[config.mk]
export PLATFORM = sky130hd
export DESIGN_NAME = pcg_port
export DESIGN_NICKNAME = d
export VERILOG_FILES = /design/src/shared/pcg_pkg.sv /design/src/shared/pcg_reg_if.sv /design/src/rtl/pcg_ahb_slv.sv /design/src/rtl/pcg_port.sv /design/src/rtl/pcg_sync.sv
export SDC_FILE = /design/constraint.sdc
export NUM_CORES = 1
export LEC_CHECK = 0
export BUFFER_PORTS_ARGS = -buffer_cell sky130_fd_sc_hd__buf_4
export CAP_MARGIN = 10
export CORE_MARGIN = 4
export CORE_UTILIZATION = 30
export CTS_BUF_LIST = sky130_fd_sc_hd__clkbuf_8
export DETAILED_ROUTE_END_ITERATION = 12
export HOLD_SLACK_MARGIN = 0.12
export PLACE_DENSITY_LB_ADDON = 0.25
export SYNTH_ARGS = -nofsm -noshare
export SYNTH_HDL_FRONTEND = slang
export SYNTH_HIERARCHICAL = 1
export SYNTH_SLANG_ARGS = --single-unit
export TNS_END_PERCENT = 30
[constraint.sdc]
create_clock -name I_CORE_CLK -period 2.6 [get_ports I_CORE_CLK]
set_input_delay 0.26 -clock I_CORE_CLK [delete_from_list [all_inputs] [get_ports I_CORE_CLK]]
set_output_delay 0.26 -clock I_CORE_CLK [all_outputs]
set_load 0.005 [all_outputs]
[src/shared/pcg_pkg.sv]
package pcg_pkg;
  // word index of each register; byte address is four times the index
  localparam int unsigned IDX_W = 30;
  localparam logic [IDX_W-1:0] PORT_DIRECTION_SELECT_IDX = 30'h0000FFD5;
  localparam logic [IDX_W-1:0] PORT_OUTPUT_DATA_IDX      = 30'h0000FFD7;
  localparam logic [IDX_W-1:0] DMA_CH3_CONTROL_A_IDX     = 30'h0000FF00;
  localparam logic [IDX_W-1:0] DMA_CH3_CONTROL_B_IDX     = 30'h0000FF01;

  localparam int unsigned PORT_W = 8;

  // reset and read-back values
  localparam logic [7:0] DIR_RST   = 8'h00;
  localparam logic [7:0] DATA_RST  = 8'h00;
  localparam logic [7:0] DMA_RST   = 8'h00;
  localparam logic [7:0] DIR_READ  = 8'hFF;
  localparam logic [7:0] ZERO_BYTE = 8'h00;

  // pin positions
  localparam int unsigned CS_LO_PIN  = 2;
  localparam int unsigned CS_HI_PIN  = 5;
  localparam int unsigned EXT_INT6_PIN = 6;
  localparam int unsigned EXT_INT7_PIN = 7;
  localparam int unsigned DMA_REQ3_PIN = 5;

  // transfer-select field positions in the channel 3 control copies
  localparam int unsigned SEL_BIT0 = 0;
  localparam int unsigned SEL_BIT1 = 1;
  localparam int unsigned SEL_BIT2 = 2;

  // bus slave state
  typedef struct packed {
    logic             wr_pend;
    logic             rd_wait;
    logic             ready;
    logic [IDX_W-1:0] idx;
    logic [31:0]      hrdata;
  } pcg_slv_state_t;

  // port register state
  typedef struct packed {
    logic [7:0] dir;
    logic [7:0] data;
    logic [7:0] dma_a;
    logic [7:0] dma_b;
  } pcg_port_state_t;
endpackage

[src/shared/pcg_reg_if.sv]
`timescale 1ns/1ps
interface pcg_reg_if;
  import pcg_pkg::*;
  logic             wr_en;
  logic [IDX_W-1:0] idx;
  logic [7:0]       wdata;
  logic [7:0]       rdata;

  modport slave (output wr_en, output idx, output wdata, input rdata);
  modport regs  (input wr_en, input idx, input wdata, output rdata);
endinterface

[src/rtl/pcg_ahb_slv.sv]
`timescale 1ns/1ps
module pcg_ahb_slv
  import pcg_pkg::*;
(
  input  wire logic        i_clk,
  input  wire logic        i_rst,
  input  wire logic        i_hsel,
  input  wire logic [31:0] i_haddr,
  input  wire logic [1:0]  i_htrans,
  input  wire logic        i_hwrite,
  input  wire logic [31:0] i_hwdata,
  input  wire logic        i_hready,
  output logic      [31:0] o_hrdata,
  output logic             o_hreadyout,
  output logic             o_hresp,
  pcg_reg_if.slave         rif
);
  pcg_slv_state_t q;
  pcg_slv_state_t d;
  logic           acc;

  // nonseq or seq with the bus ready starts a transfer
  assign acc = i_hsel & i_htrans[1] & i_hready;

  // reads take one wait state so hrdata comes from a flop and sees a write just before
  always_comb begin
    d         = q;
    d.wr_pend = 1'b0;
    if (q.rd_wait) begin
      d.hrdata  = {24'h000000, rif.rdata};
      d.rd_wait = 1'b0;
      d.ready   = 1'b1;
    end
    if (acc) begin
      d.idx     = i_haddr[31:2];
      d.wr_pend = i_hwrite;
      d.rd_wait = ~i_hwrite;
      d.ready   = i_hwrite;
    end
  end

  always_ff @(posedge i_clk) begin
    if (i_rst) begin
      q <= '{wr_pend: 1'b0, rd_wait: 1'b0, ready: 1'b1, idx: '0, hrdata: 32'h00000000};
    end else begin
      q <= d;
    end
  end

  assign rif.wr_en  = q.wr_pend;
  assign rif.idx    = q.idx;
  assign rif.wdata  = i_hwdata[7:0];
  assign o_hrdata    = q.hrdata;
  assign o_hreadyout = q.ready;
  assign o_hresp     = 1'b0; // always okay
endmodule

[src/rtl/pcg_port.sv]
// Design decision made here: register access over AHB-Lite.
`timescale 1ns/1ps
// What this block does
// - direction 1 makes pins 7,6,1,0 outputs and pins 5..2 chip-select 7..4 outputs.
// - direction 0 makes the pin an input with its driver off.
// - direction register is write-only and reads back all ones.
// - direction register clears on reset and hardware standby.
// - software standby keeps direction contents, outputs keep driving.
// - port read of an output pin returns the stored data bit.
// - port read of an input pin returns the pin level.
// - data register clears on reset and hardware standby, kept in software standby.
// - pin 5 feeds dma request 3 under the listed channel 3 select codes.
// - pin functions are the same in every operating mode.
module pcg_port
  import pcg_pkg::*;
(
  input  wire logic        I_CORE_CLK,
  input  wire logic        I_RST,
  input  wire logic        I_HSEL,
  input  wire logic [31:0] I_HADDR,
  input  wire logic [1:0]  I_HTRANS,
  input  wire logic        I_HWRITE,
  input  wire logic [2:0]  I_HSIZE,
  input  wire logic [31:0] I_HWDATA,
  input  wire logic        I_HREADY,
  output logic      [31:0] O_HRDATA,
  output logic             O_HREADYOUT,
  output logic             O_HRESP,
  input  wire logic        I_HW_STANDBY,
  input  wire logic [7:0]  I_PORT_PIN,
  output logic      [7:0]  O_PORT_OUT,
  output logic      [7:0]  O_PORT_OE,
  input  wire logic [3:0]  I_CHIP_SELECT_LINE_N,
  output logic             O_EXT_INTERRUPT_LINE_7_N,
  output logic             O_EXT_INTERRUPT_LINE_6_N,
  output logic             O_DMA_REQUEST_LINE_3_N
);
  pcg_reg_if       rif ();
  pcg_port_state_t q;
  pcg_port_state_t d;
  logic [8:0]      sync_o;
  logic [7:0]      pin_lvl;
  logic            hw_stby;
  logic            dreq_sel;
  logic            src_both;

  pcg_ahb_slv u_slv (
    .i_clk       (I_CORE_CLK),
    .i_rst       (I_RST),
    .i_hsel      (I_HSEL),
    .i_haddr     (I_HADDR),
    .i_htrans    (I_HTRANS),
    .i_hwrite    (I_HWRITE),
    .i_hwdata    (I_HWDATA),
    .i_hready    (I_HREADY),
    .o_hrdata    (O_HRDATA),
    .o_hreadyout (O_HREADYOUT),
    .o_hresp     (O_HRESP),
    .rif         (rif.slave)
  );

  // pins and the standby strap come from outside the clock domain
  pcg_sync #(.W(9)) u_sync (
    .i_clk   (I_CORE_CLK),
    .i_rst   (I_RST),
    .i_async ({I_HW_STANDBY, I_PORT_PIN}),
    .o_sync  (sync_o)
  );
  assign pin_lvl = sync_o[7:0];
  assign hw_stby = sync_o[8];

  // register writes; only full words are issued, hsize is not decoded
  always_comb begin
    d = q;
    if (rif.wr_en) begin
      unique case (rif.idx)
        PORT_DIRECTION_SELECT_IDX: d.dir   = rif.wdata;
        PORT_OUTPUT_DATA_IDX:      d.data  = rif.wdata;
        DMA_CH3_CONTROL_A_IDX:     d.dma_a = rif.wdata;
        DMA_CH3_CONTROL_B_IDX:     d.dma_b = rif.wdata;
        default:   d       = q;
      endcase
    end
  end

  // software standby has no input here: nothing clears, so contents hold
  always_ff @(posedge I_CORE_CLK) begin
    if (I_RST || hw_stby) begin
      q <= '{dir: DIR_RST, data: DATA_RST, dma_a: DMA_RST, dma_b: DMA_RST};
    end else begin
      q <= d;
    end
  end

  // read mux; unmapped words read zero
  always_comb begin
    unique case (rif.idx)
      PORT_DIRECTION_SELECT_IDX: rif.rdata = DIR_READ;
      PORT_OUTPUT_DATA_IDX:      rif.rdata = (q.dir & q.data) | (~q.dir & pin_lvl);
      DMA_CH3_CONTROL_A_IDX:     rif.rdata = q.dma_a;
      DMA_CH3_CONTROL_B_IDX:     rif.rdata = q.dma_b;
      default:   rif.rdata = ZERO_BYTE;
    endcase
  end

  // pin drive; no mode input exists, so every mode sees the same mapping
  always_comb begin
    O_PORT_OE  = q.dir;
    O_PORT_OUT = q.data;
    for (int i = CS_LO_PIN; i <= CS_HI_PIN; i++) begin
      if (q.dir[i]) begin
        O_PORT_OUT[i] = I_CHIP_SELECT_LINE_N[i-CS_LO_PIN];
      end
    end
  end

  // interrupt lines follow the pin level whatever the direction
  assign O_EXT_INTERRUPT_LINE_7_N = pin_lvl[EXT_INT7_PIN];
  assign O_EXT_INTERRUPT_LINE_6_N = pin_lvl[EXT_INT6_PIN];

  // dma request only while pin 5 is an input; idle level is high
  assign src_both = q.dma_a[SEL_BIT2] & q.dma_a[SEL_BIT1];
  assign dreq_sel = (~src_both & q.dma_b[SEL_BIT2] & q.dma_b[SEL_BIT1])
                  | (src_both & ~q.dma_a[SEL_BIT0] & q.dma_b[SEL_BIT2])
                  | (src_both & q.dma_a[SEL_BIT0] & q.dma_b[SEL_BIT2] & q.dma_b[SEL_BIT1]);
  assign O_DMA_REQUEST_LINE_3_N = (dreq_sel & ~q.dir[DMA_REQ3_PIN]) ? pin_lvl[DMA_REQ3_PIN] : 1'b1;
endmodule

[src/rtl/pcg_sync.sv]
`timescale 1ns/1ps
module pcg_sync #(
  parameter int unsigned W = 1
) (
  input  wire logic         i_clk,
  input  wire logic         i_rst,
  input  wire logic [W-1:0] i_async,
  output logic      [W-1:0] o_sync
);
  typedef struct packed {
    logic [W-1:0] s1;
    logic [W-1:0] s2;
  } pcg_sync_state_t;

  pcg_sync_state_t q;
  pcg_sync_state_t d;

  if (W < 1) begin : g_chk
    $error("pcg_sync width must be at least one");
  end

  // first stage feeds only the second stage
  always_comb begin
    d.s1 = i_async;
    d.s2 = q.s1;
  end

  always_ff @(posedge i_clk) begin
    if (i_rst) begin
      q <= '0;
    end else begin
      q <= d;
    end
  end

  assign o_sync = q.s2;
endmodule

# --- Yosys cells after proc, flatten, opt, wreduce, memory -nomap -nowiden ---
# Cells that the tools add are included.
classes:
  reduce_logical: 7
  n_bitwise: 22
  eq_ne: 4
  mux: 8
op_table:
  columns: ["cell", "n"]
  rows:
  - ["equality test 30 x 16 -> 1 bit, second input constant", 4]
  - ["two-way mux 32 bit", 1]
  - ["case mux 8 bit (4 select lines)", 1]
  - ["AND 8 bit", 2]
  - ["AND 1 bit", 11]
  - ["NOT 8 bit", 1]
  - ["OR 8 bit", 1]
  - ["AND reduction 2 bit", 4]
  - ["two-way mux 1 bit", 6]
  - ["NOT 1 bit", 5]
  - ["OR 1 bit", 2]
  - ["nonzero test 2 bit", 1]
  - ["OR reduction 2 bit", 1]
  - ["logical OR 1 bit", 1]
word_totals:
  input_bits: 87
  reg_bits: 91
  wordCells: 52

# --- Logic depth before layout (Yosys ltp) ---
# Gate-level depths: netlist (run 1).
logic_depth:
  ltp_word: 8
  mapped_depth: 8
  depth_no_buf: 6

# --- Modules after synthesis ---
# The synthesis (run 1) kept the hierarchy.
by_module_without_submodules:
  columns: ["mod", "cells_each", "n_inst", "area_each_um2", "seq_area_each_um2"]
  rows:
  - ["pcg_port", 219, 1, 1889.3, 640.6]
  - ["pcg_ahb_slv", 175, 1, 1850.5, 820.8]
  - ["pcg_sync", 37, 1, 489.2, 360.3]

# --- Worst setup path after synthesis (run 1) ---
# OpenSTA, ideal clock, no wires.
synth_path:
  kind: "reg-to-reg"
  start: "register u_slv.q (netlist bit u_slv/rif.idx[21])"
  end: "register q (netlist bit O_PORT_OUT[0])"
  path_stages_with_launch: 6
  slack_ps: 746
  path_buffers: 1
  arrival_time_ps: 1783
  t_required_ps: 2528
  setup_time_ps: 72
  path_cell_list: "dfxtp_1 buf_4 nor3_1 nand4_4 nor4_4 mux2i_1"
synth_between:
  elab_chain_len: 2
synth_lines:
  columns: ["element", "line_no", "text"]
  rows:
  - ["start: declaration", "pcg_ahb_slv.sv:18", "pcg_slv_state_t q;"]
  - ["start signal: assignment", "pcg_ahb_slv.sv:44", "q <= '{wr_pend: 1'b0, rd_wait: 1'b0, ready: 1'b1, idx: '0, hrdata: 32'h00000000};"]
  - ["equality test 30 x 16 -> 1 bit", "pcg_port.sv:76", "unique case (rif.idx)"]
  - ["AND reduction 2 bit (no source line)", null, null]
  - ["end signal: assignment", "pcg_port.sv:89", "q <= '{dir: DIR_RST, data: DATA_RST, dma_a: DMA_RST, dma_b: DMA_RST};"]
  - ["end: declaration", "pcg_port.sv:39", "pcg_port_state_t q;"]
# No other way between the ends.
# A chain may end at the register's enable or synchronous reset.

# --- Final worst setup path (run 1) ---
layout_path:
  start: "register u_slv.q (netlist bit u_slv/rif.idx[21])"
  end: "register u_slv.q (netlist bit u_slv/o_hrdata[6])"
layout_between:
  elab_chain_len: 2
  elab_cells_between_ends: 5
  cone_classes: "4 x eq/ne; 1 x mux"
layout_lines:
  columns: ["element", "line_no", "text"]
  rows:
  - ["equality test 30 x 16 -> 1 bit", "pcg_port.sv:97", "unique case (rif.idx)"]
  - ["case mux 8 bit (4 select lines) *", "pcg_port.sv:97", null]
  - ["via rif.rdata[6]", "pcg_reg_if.sv:7", "logic [7:0] rdata;"]
# The timed path passes the listed nets; every way through them passes the cells marked *.

==> summary.md, run 1 <==
| Metric | Value |
|---|---|
| Outcome | finished, final reports clean |
| Comb pwr share | 0.081 |
| Inserted Diodes | 0 |
| Initial Utilization | 0.306 |
| CTS Hold Buffers Added | 39 |
| Adder-cell share of the synthesized area | 0 |
| Post-synthesis register bit count | 91 |
| Layout Skew | 18.6 ps |
| Reg clk slew, reported paths | 80 ps |
| Hold depth | 2 |
| Antenna Nets Post-Route | 0 |
| Achievable Freq | 471 MHz |
| Post-synth EDFFs | 0 |
| Setup CP Type | reg -> reg |
| Simple-Gate Fraction of Synth Area | 0.155 |
| CORE AREA | 13800 sq um |
| DRC | 0 |
| Floorplan row count | 43 |
| Slew Limit Fails | 0 |
| Most frequent cells after synthesis | dfxtp_1, buf_4, mux2i_1, a22o_1, nand2_1 |
| Power per standard cell area | 556 nW/um^2 |
| Cell Chain, Critical Path | nor3_1 > nand4_4 > nor2_1 > o21a_1 > mux2i_1 > nor2_1 |
| Hold Startpoint | I_PORT_PIN[2] |
| RSZ-0062 raised after global routing | false |
| Critical Path AT | 2420 ps |
| Max-Cap Viols | 0 |
| Crit path max-delay family | simple AND/OR/NAND/NOR gates |
| Cell count after synthesis | 431 |
| GRT Total Usage | 0.121 |
| Largest family of logic cells by synthesized area | buffers and inverters |
| Unique masters post-synth | 38 |
| Vias per cell | 4.42 |
| Num CTS Buffers | 9 |
| Crit-path most repeated cell | nor2_1 |
| Dominant cell type by area after synthesis | dfxtp_1 |
| Most frequent cell after synthesis | dfxtp_1 |
| P_leak | 2.06 nW |
| Worst slew margin relative to its limit | 0.508 |
| Final worst-path setup slack | 475 ps |
| Worst setup EP type | register |
| H-tree lvl count | 3 |
| Global route overflow | 0 |
| Largest net degree at the start of global routing | 32 |
| DRT Pass-1 Iters | 4 |
| Yosys warns | 6 |
| Die width | 127 um |
| Tcrit/Tclk final | 0.817 |
| Area of the die | 16100 sq um |
| Final net count | 578 |
| Vias in the first global route | 2963 |
| Initial antenna violation count | 0 |
| Clk pwr share | 0.412 |
| Pint | 2.22 mW |
| Post-Route WL | 9690 um |
| Fill count | 1388 |
| Proportion of layout cells with a drive suffix above 1 | 0.242 |
| Die height | 127 um |
| Num ports | 140 |
| Setup-failing EPs final | 0 |
| Highest-delay cell along the critical path | nor2_1 |
| Top_reg_cell synth | dfxtp_1 |
| Reg2reg start | u_slv/rif.idx[21]$_SDFFE_PP0P_ |
| Post-synth ARST share | 0 |
| Post-DP HPWL | 6960 um |
| Hold Path Class | in -> reg |
| Worst Tran Pin Value | 732 ps |
| CP startpoint | u_slv/rif.idx[21]$_SDFFE_PP0P_ |
| Pre-CTS setup slack | 484 ps |
| Fin. Hold Viols | 0 |
| Clk sinks | 91 |
| CTS tree | done |
| Initial drt markers | 144 |
| WL/cell | 14.3 um |
| Clock buffer depth | 2 |
| First-pass GRT wire length | 15200 um |
| Post-CTS setup buffers | 0 |
| Max incr delay on CP | 500 ps |
| Max rail drop VDD | 0.000215 V |
| Post-synthesis mux area share | 0.106 |
| Synth Area in XOR/XNOR | 0 |
| Sequential share of the synthesized area | 0.431 |
| Sw frac | 0.219 |
| Via count | 2988 |
| Req. time, crit path | 2900 ps |
| R2R cell count | 6 |
| Syn_area_per_cell | 9.81 sq um |
| Post-synthesis compound-gate area fraction | 0.129 |
| Crit-path max FO | 19 |
| Routability cong. | 0.805 |
| Worst Setup Start Kind | register |
| Clk_lat worst skew | 370 ps |
| Total negative slack | 0 ps |
| Mapped Area | 4230 sq um |
| Psw | 622 uW |
| Synth top area share | 0.431 |
| Part of the power in registers | 0.507 |
| CP bufs+invs | 0 |
| Shortest period the worst path allows | 2120 ps |
| Critical path depth | 6 |
| Largest cells by area after synthesis | dfxtp_1, buf_4, mux2i_1 |
| Resized Gates After CTS | 0 |
| I/O Buffers | 84 |
| Root Driver | clkbuf_8 |
| Layout area overhead | 20.9% |
==> cell usage in the layout (no fill, tap or decap), types with 2 or more instances in the layout <==
master / netlist / layout
dfxtp_1: 91 / 91
buf_4: 84 / 90
mux2i_1: 39 / 39
dlygate4sd3_1: 0 / 39
nand2_1: 30 / 30
a22o_1: 30 / 30
conb_1: 1 / 25
a21oi_1: 23 / 23
nor2_1: 21 / 21
o21ai_0: 16 / 16
nand3_1: 16 / 16
nor2b_1: 11 / 11
clkbuf_8: 0 / 10
o21a_1: 7 / 7
and2b_1: 7 / 7
mux2_2: 5 / 5
nor4_4: 4 / 4
and4_1: 3 / 3
and4b_1: 3 / 3
bufinv_16: 0 / 3
a22oi_1: 2 / 2
nand4_1: 2 / 2
and2_1: 2 / 2
==> power groups by stage <==
stage / Combinational [mW] / Clock, mW / Sequential [mW]
after floorplan: 0.157 / 0 / 1.46
after global placement: 0.182 / 0 / 1.47
after detailed placement: 0.186 / 0 / 1.47
after CTS: 0.233 / 1.20 / 1.44
after global routing: 0.253 / 1.24 / 1.45
final: 0.230 / 1.17 / 1.44
==> area by class of cell <==
class	instances	area (sq um)	area share
Sequential cell	91	1820	0.356
Multi-Input combinational cell	259	1750	0.342
Timing Repair Buffer	129	1070	0.208
Tap cell	180	225	0.0440
Clock buffer	10	138	0.0269
Clock inverter	6	111	0.0218
Inverter	1	3.75	0.000734
==> worst register-to-register path, cell delays in order, from the launching register on <==
cell     delay, ps
dfxtp_1        320
nor3_1         460
nand4_4        360
nor2_1         500
o21a_1         240
mux2i_1         80
nor2_1         100
==> metal layers <==
metal | routed length, um | part of all wire | global-route usage | vias up
li1 | - | - | - | 1513
met1 | 4490 | 0.46 | 0.158 | 1377
met2 | 4550 | 0.47 | 0.192 | 80
met3 | 367 | 0.038 | 0.0177 | 18
met4 | 282 | 0.029 | 0.0637 | 0
met5 | 0 | 0 | 0 | -
==> stage by stage <==
stage	instance area, sq um	utilization	power (mW)	hold slack (ps)	cells
floorplan	4320	-	1.62	332	455
CTS	5110	0.370	2.87	126	676
detailed placement	4470	0.324	1.66	418	621
global placement	4470	0.324	1.66	417	621
global route	5110	0.370	2.94	122	676
finish	5110	0.370	2.84	134	676
==> state kept, by name, indices dropped and copies added, names as in the netlist <==
signal / flops
O_PORT_OUT: 4
u_slv/rif.idx: 30
u_sync/o_sync: 9
u_slv/o_hreadyout: 1
u_sync/d: 9
q: 20
O_PORT_OE: 8
u_slv/o_hrdata: 8
u_slv/q: 1
u_slv/rif.wr_en: 1
==> path summary, 6_finish.rpt <==
kind	slack, ps	endpoint
worst max register to register	480	u_slv/o_hrdata[6]$_SDFFE_PP0P_
worst min register to register	440	u_sync/o_sync[0]$_SDFF_PP0_
worst max-delay path	480	u_slv/o_hrdata[6]$_SDFFE_PP0P_
worst min-delay path	130	u_sync/d[2]$_SDFF_PP0_
==> cells by family (layout without fill, tap and decap cells) <==
kind of cell,count (synthesis),in the layout
compound gates,81,81
buf+inv,105,146
simple gates,109,109
other cells,1,25
flops,91,91
mux,44,44
(Power assumes the default switching activity.)
==> inputs of run 2 (changes only) <==
==> constraint.sdc (replaced) <==
create_clock -name I_CORE_CLK -period 1.8 [get_ports I_CORE_CLK]
set_input_delay 0.18 -clock I_CORE_CLK [delete_from_list [all_inputs] [get_ports I_CORE_CLK]]
set_output_delay 0.18 -clock I_CORE_CLK [all_outputs]
set_load 0.005 [all_outputs]
==> summary.md, run 2 (same netlist as run 1, synthesis figures left out) <==
| Metric | Value |
|---|---|
| Outcome | finished, final reports clean (unchanged) |
| Clk_lat worst skew | 360 ps (was 370 ps) |
| Area post-placement | 4570 sq um (was 4470 sq um) |
| Cell Chain, Critical Path | and4b_1 > nand2_1 > nor4_4 > buf_12 > mux2i_1 (was nor3_1 > nand4_4 > nor2_1 > o21a_1 > mux2i_1 > nor2_1) |
| Slew Limit Fails | 0 (unchanged) |
| Root Driver | clkbuf_8 (unchanged) |
| Achievable Freq | 594 MHz (was 471 MHz) |
| Die width | 127 um (unchanged) |
| Via count | 3069 (was 2988) |
| Vias per cell | 4.42 (about the same) |
| Commonest non-fill, non-tap cell in the layout | buf_4 (was dfxtp_1) |
| Setup CP Type | reg -> reg (unchanged) |
| Reg clk slew, reported paths | 90 ps (was 80 ps) |
| R2R cell count | 5 (was 6) |
| First-pass GRT wire length | 15100 um (was 15200 um) |
| Inserted Diodes | 0 (unchanged) |
| Die height | 127 um (unchanged) |
| H-tree lvl count | 3 (unchanged) |
| Hold depth | 4 (was 2) |
| Comb pwr share | 0.097 (was 0.081) |
| RSZ-0062 raised after global routing | false (unchanged) |
| DRT Pass-1 Iters | 4 (unchanged) |
| Max rail drop VDD | 0.000303 V (was 0.000215 V) |
| P_leak | 2.14 nW (was 2.06 nW) |
| CP bufs+invs | 1 (was 0) |
| WL/cell | 14.0 um (was 14.3 um) |
| Post-Route WL | 9760 um (was 9690 um) |
| Worst setup EP type | register (unchanged) |
| Hold Path Class | in -> reg (unchanged) |
| Final net count | 598 (was 578) |
| DRC | 0 (unchanged) |
| Crit-path max FO | 8 (was 19) |
| Num ports | 140 (unchanged) |
| Crit path max-delay family | simple AND/OR/NAND/NOR gates (unchanged) |
| Resized Gates After CTS | 0 (unchanged) |
| Final Util | 0.379 (was 0.370) |
| Power per standard cell area | 712 nW/um^2 (was 556 nW/um^2) |
| Most frequent cells in the layout | buf_4, dfxtp_1, dlygate4sd3_1, mux2i_1 (was dfxtp_1, buf_4, mux2i_1, dlygate4sd3_1) |
| Max reg flops | 30 (unchanged) |
| Tcrit/Tclk final | 0.935 (was 0.817) |
| Layout area overhead | 23.9% (was 20.9%) |
| Antenna Nets Post-Route | 0 (unchanged) |
| Clk pwr share | 0.345 (was 0.412) |
| Psw | 846 uW (was 622 uW) |
| Multi-input gate area | 1750 sq um (unchanged) |
| Reg area | 1820 sq um (unchanged) |
| Setup-failing EPs final | 0 (unchanged) |
| Routability cong. | 0.753 (was 0.805) |
| Vias in the first global route | 2858 (was 2963) |
| Final instance area | 5240 sq um (was 5110 sq um) |
| Fin. Hold Viols | 0 (unchanged) |
| Critical Path AT | 1970 ps (was 2420 ps) |
| Post-DP HPWL | 7000 um (was 6960 um) |
| Part of the power in registers | 0.558 (was 0.507) |
| CTS tree | done (unchanged) |
| GRT Total Usage | 0.120 (was 0.121) |
| Num CTS Buffers | 9 (unchanged) |
| Initial Utilization | 0.306 (unchanged) |
| Req. time, crit path | 2090 ps (was 2900 ps) |
| Max incr delay on CP | 390 ps (was 500 ps) |
| Layout Skew | 9.43 ps (was 18.6 ps) |
| I/O Buffers | 84 (unchanged) |
| Power, Total | 3.73 mW (was 2.84 mW) |
| Area of the die | 16100 sq um (unchanged) |
| Max-Cap Viols | 0 (unchanged) |
| Global route overflow | 0 (unchanged) |
| Pint | 2.89 mW (was 2.22 mW) |
| Initial drt markers | 126 (was 144) |
| Highest-delay cell along the critical path | and4b_1 (was nor2_1) |
| Worst Setup Start Kind | register (unchanged) |
| Clock buffer depth | 2 (unchanged) |
| Sw frac | 0.227 (was 0.219) |
| Proportion of layout cells with a drive suffix above 1 | 0.245 (was 0.242) |
| CORE AREA | 13800 sq um (unchanged) |
| Largest net degree at the start of global routing | 25 (was 32) |
| Floorplan row count | 43 (unchanged) |
| Clk sinks | 91 (unchanged) |
| Initial antenna violation count | 0 (unchanged) |
| Fill count | 1416 (was 1388) |
| Shortest period the worst path allows | 1680 ps (was 2120 ps) |
| Critical path depth | 5 (was 6) |
## run 2: cell types whose count changed in the layout (fill, tap and decap cells not counted)
cell | previous run | this run
inv_1 | 1 | 4
buf_4 | 90 | 98
dlygate4sd3_1 | 39 | 49
buf_12 | 0 | 2
clkinvlp_4 | 1 | 0
inv_6 | 1 | 0
clkinv_2 | 1 | 2
clkbuf_8 | 10 | 9
bufinv_16 | 3 | 1
## run 2: repair_timing
| item | 4_1_cts | 5_1_grt |
|---|---|---|
| hold buffers | 49 | 0 |
| endpoints found under the hold margin | 73 | 0 |
| setup buffers | 0 | 1 |
| setup endpoints to repair | 0 | 8 |
## run 2: area by class of cell
type | instances | share of cell area
well taps | 180 | 0.0430
clock buffers | 9 | 0.0236
inverters | 1 | 0.000716
clock inverters | 6 | 0.00979
repair buffers | 149 | 0.242
flip-flops and latches | 91 | 0.348
multi-input cells | 259 | 0.334
## run 2: path summary, 6_finish.rpt
path,start,endpoint,slack (ps)
worst max-delay path,u_slv/rif.idx[19]$_SDFFE_PP0P_,q[19]$_SDFFE_PP0P_,120
worst min-delay path,I_HTRANS[1],u_slv/o_hreadyout$_SDFFE_PP1P_,350
worst max register to register,u_slv/rif.idx[19]$_SDFFE_PP0P_,q[19]$_SDFFE_PP0P_,120
worst min register to register,u_sync/d[2]$_SDFF_PP0_,u_sync/o_sync[2]$_SDFF_PP0_,440
## run 2: layer usage
| layer | GRT usage | up-vias | wire (um) |
|---|---|---|---|
| met5 | 0 | - | 0 |
| met3 | 0.0248 | 11 | 482 |
| met4 | 0.0543 | 0 | 151 |
| met1 | 0.156 | 1425 | 4320 |
| met2 | 0.191 | 80 | 4810 |
| li1 | - | 1553 | - |
## run 2: power by group through the flow
stage / combinational (mW) / clock, mW / sequential (mW)
2_1_floorplan: 0.226 / 0 / 2.11
6_report: 0.362 / 1.29 / 2.08
5_1_grt: 0.398 / 1.42 / 2.09
4_1_cts: 0.364 / 1.34 / 2.08
3_3_place_gp: 0.274 / 0 / 2.13
3_5_place_dp: 0.278 / 0 / 2.13
## run 2: per-stage QoR
step | setup slack (ps) | setup TNS (ps) | cells | hold slack [ps]
floorplan | -33.6 | -269 | 455 | 252
global placement | 140 | 0 | 630 | 392
detailed placement | 108 | 0 | 630 | 392
CTS | 96.9 | 0 | 694 | 333
global route | 5.04 | 0 | 695 | 370
finish | 118 | 0 | 695 | 354
## run 2: worst min-delay path, stage by stage
cell and delay [ps]:
buf_4 90, a31oi_2 80, buf_4 170, a22oi_1 130
==> inputs of run 3 (changes only) <==
--- a/config.mk
+++ b/config.mk
@@ -8,7 +8,7 @@
 export BUFFER_PORTS_ARGS = -buffer_cell sky130_fd_sc_hd__buf_4
 export CAP_MARGIN = 10
 export CORE_MARGIN = 4
-export CORE_UTILIZATION = 30
+export CORE_UTILIZATION = 47
 export CTS_BUF_LIST = sky130_fd_sc_hd__clkbuf_8
 export DETAILED_ROUTE_END_ITERATION = 12
 export HOLD_SLACK_MARGIN = 0.12
==> summary.md, run 3 (same netlist as run 1, synthesis figures left out) <==
| Metric | Value |
|---|---|
| Most frequent cells in the layout | buf_4, dfxtp_1, dlygate4sd3_1, mux2i_1 (unchanged) |
| CTS tree | done (unchanged) |
| Vias per cell | 4.97 (was 4.42) |
| Post-Route WL | 9170 um (was 9760 um) |
| Die height | 103 um (was 127 um) |
| Max rail drop VDD | 0.000516 V (was 0.000303 V) |
| Tcrit/Tclk final | 0.933 (was 0.935) |
| Fin. Hold Viols | 0 (unchanged) |
| Floorplan row count | 34 (was 43) |
| Initial antenna violation count | 0 (unchanged) |
| Critical Path AT | 1970 ps (about the same) |
| Final net count | 595 (was 598) |
| Critical Path Sink | O_PORT_OE[5]$_SDFFE_PP0P_ (was q[19]$_SDFFE_PP0P_) |
| Power per standard cell area | 733 nW/um^2 (was 712 nW/um^2) |
| Post-DP HPWL | 6350 um (was 7000 um) |
| Num CTS Buffers | 9 (unchanged) |
| Worst setup EP type | register (unchanged) |
| WL/cell | 14.8 um (was 14.0 um) |
| Global route overflow | 0 (unchanged) |
| Crit path max-delay family | simple AND/OR/NAND/NOR gates (unchanged) |
| Cell Chain, Critical Path | nor4_4 > nand4_4 > nor4_4 > buf_12 > mux2i_1 (was and4b_1 > nand2_1 > nor4_4 > buf_12 > mux2i_1) |
| CP startpoint | u_slv/rif.idx[24]$_SDFFE_PP0P_ (was u_slv/rif.idx[19]$_SDFFE_PP0P_) |
| GRT Total Usage | 0.176 (was 0.120) |
| CORE AREA | 8720 sq um (was 13800 sq um) |
| Worst Setup Start Kind | register (unchanged) |
| I/O Buffers | 84 (unchanged) |
| Highest-delay cell along the critical path | dfxtp_1 (was and4b_1) |
| Max-Cap Viols | 0 (unchanged) |
| R2R Path End | O_PORT_OE[5]$_SDFFE_PP0P_ (was q[19]$_SDFFE_PP0P_) |
| First-pass GRT wire length | 14300 um (was 15100 um) |
| Clock buffer depth | 2 (unchanged) |
| Layout Skew | 14.2 ps (was 9.43 ps) |
| Req. time, crit path | 2090 ps (about the same) |
| Final hold slack | 178 ps (was 354 ps) |
| RSZ-0062 raised after global routing | true (was false) |
| Inserted Diodes | 0 (unchanged) |
| Reg2reg start | u_slv/rif.idx[24]$_SDFFE_PP0P_ (was u_slv/rif.idx[19]$_SDFFE_PP0P_) |
| Reg clk slew, reported paths | 100 ps (was 90 ps) |
| Crit-path max FO | 8 (unchanged) |
| H-tree lvl count | 3 (unchanged) |
| Setup CP Type | reg -> reg (unchanged) |
| Achievable Freq | 596 MHz (was 594 MHz) |
| Routability cong. | 0.909 (was 0.753) |
| CP bufs+invs | 1 (unchanged) |
| Area of the die | 10600 sq um (was 16100 sq um) |
| Critical path depth | 5 (unchanged) |
| Shortest period the worst path allows | 1680 ps (about the same) |
| Layout area overhead | 21.7% (was 23.9%) |
| Slew Limit Fails | 0 (unchanged) |
| Proportion of layout cells with a drive suffix above 1 | 0.253 (was 0.245) |
| Setup-failing EPs final | 0 (unchanged) |
| Via count | 3084 (was 3069) |
| Die width | 103 um (was 127 um) |
| Clk_lat worst skew | 360 ps (about the same) |
| Outcome | finished, final reports clean (unchanged) |
| Initial drt markers | 154 (was 126) |
| DRC | 0 (unchanged) |
| R2R setup slack | 120 ps (about the same) |
| Max reg flops | 30 (unchanged) |
| Fill count | 722 (was 1416) |
| Num ports | 140 (unchanged) |
| Clk sinks | 91 (unchanged) |
| Commonest non-fill, non-tap cell in the layout | buf_4 (unchanged) |
| Final Util | 0.590 (was 0.379) |
| Max incr delay on CP | 340 ps (was 390 ps) |
| Root Driver | clkbuf_8 (unchanged) |
| Largest net degree at the start of global routing | 34 (was 25) |
| Power, Total | 3.77 mW (was 3.73 mW) |
| DRT Pass-1 Iters | 4 (unchanged) |
| Vias in the first global route | 2923 (was 2858) |
| Antenna Nets Post-Route | 0 (unchanged) |
| R2R cell count | 5 (unchanged) |
| Crit-path most repeated cell | nor4_4 |
| P_leak | 2.11 nW (was 2.14 nW) |
| Total negative slack | 0 ps (unchanged) |
| Initial Utilization | 0.485 (was 0.306) |
| Hold Path Class | in -> reg (unchanged) |
run 3: cell types whose count changed in the layout (fill, tap and decap cells not counted), sizes merged:
cell,change
buf,-2
clkinvlp,+2
bufinv,-1
dlygate4sd3,-1
run 3: timing repair:
item / 4_1_cts / 5_1_grt
setup buffers: 0 / 1
hold endpoints to repair: 69 / 0
setup endpoints to repair: 0 / 14
gates resized for setup: 0 / 2
hold buffers: 48 / 0
run 3: final cells by class:
cell class                      count  area [sq um]  share of cell area
Multi-Input combinational cell    259          1750               0.340
Sequential cell                    91          1820               0.354
Timing Repair Buffer              146          1240               0.241
Inverter                            1          3.75            0.000729
Clock inverter                      7          71.3              0.0139
Tap cell                          108           135              0.0262
Clock buffer                        9           124              0.0241
run 3: worst min path at each step:
| stage | start | end | cells after the start |
|---|---|---|---|
| 6_report | I_RST | u_sync/o_sync[6]$_SDFF_PP0_ | 2 |
| 5_1_grt | I_RST | u_sync/o_sync[7]$_SDFF_PP0_ | 2 |
| 4_1_cts | I_RST | u_sync/o_sync[7]$_SDFF_PP0_ | 2 |
| 3_5_place_dp | I_HW_STANDBY | u_sync/d[8]$_SDFF_PP0_ | 2 |
| 3_3_place_gp | I_PORT_PIN[0] | u_sync/d[0]$_SDFF_PP0_ | 2 |
| 2_1_floorplan | I_RST | u_sync/d[6]$_SDFF_PP0_ | 1 |
run 3: metrics by stage:
stage | worst slack, ps | area, sq um | std cells
2_1_floorplan | -33.6 | 4320 | 455
3_3_place_gp | 172 | 4460 | 556
3_5_place_dp | 130 | 4460 | 556
4_1_cts | 106 | 5140 | 620
5_1_grt | -47.8 | 5150 | 621
6_report | 121 | 5150 | 621
run 3: per-layer routing:
metal / track usage / up-vias / part of all wire
li1: - / 1548 / -
met1: 0.234 / 1422 / 0.45
met2: 0.276 / 100 / 0.47
met3: 0.0521 / 14 / 0.065
met4: 0.0568 / 0 / 0.016
met5: 0 / - / 0
run 3: worst reg2reg max path, cell delays in order, from the launching register on:
cell and delay, ps:
dfxtp_1 340, nor4_4 340, nand4_4 210, nor4_4 340
buf_12 180, mux2i_1 200
run 3: power by group:
part,switching [mW],internal [mW],leakage (nW)
clock,0.797,0.539,0.0926
combinational,0.143,0.212,1.28
sequential,0.0278,2.06,0.739
total,0.968,2.81,2.11
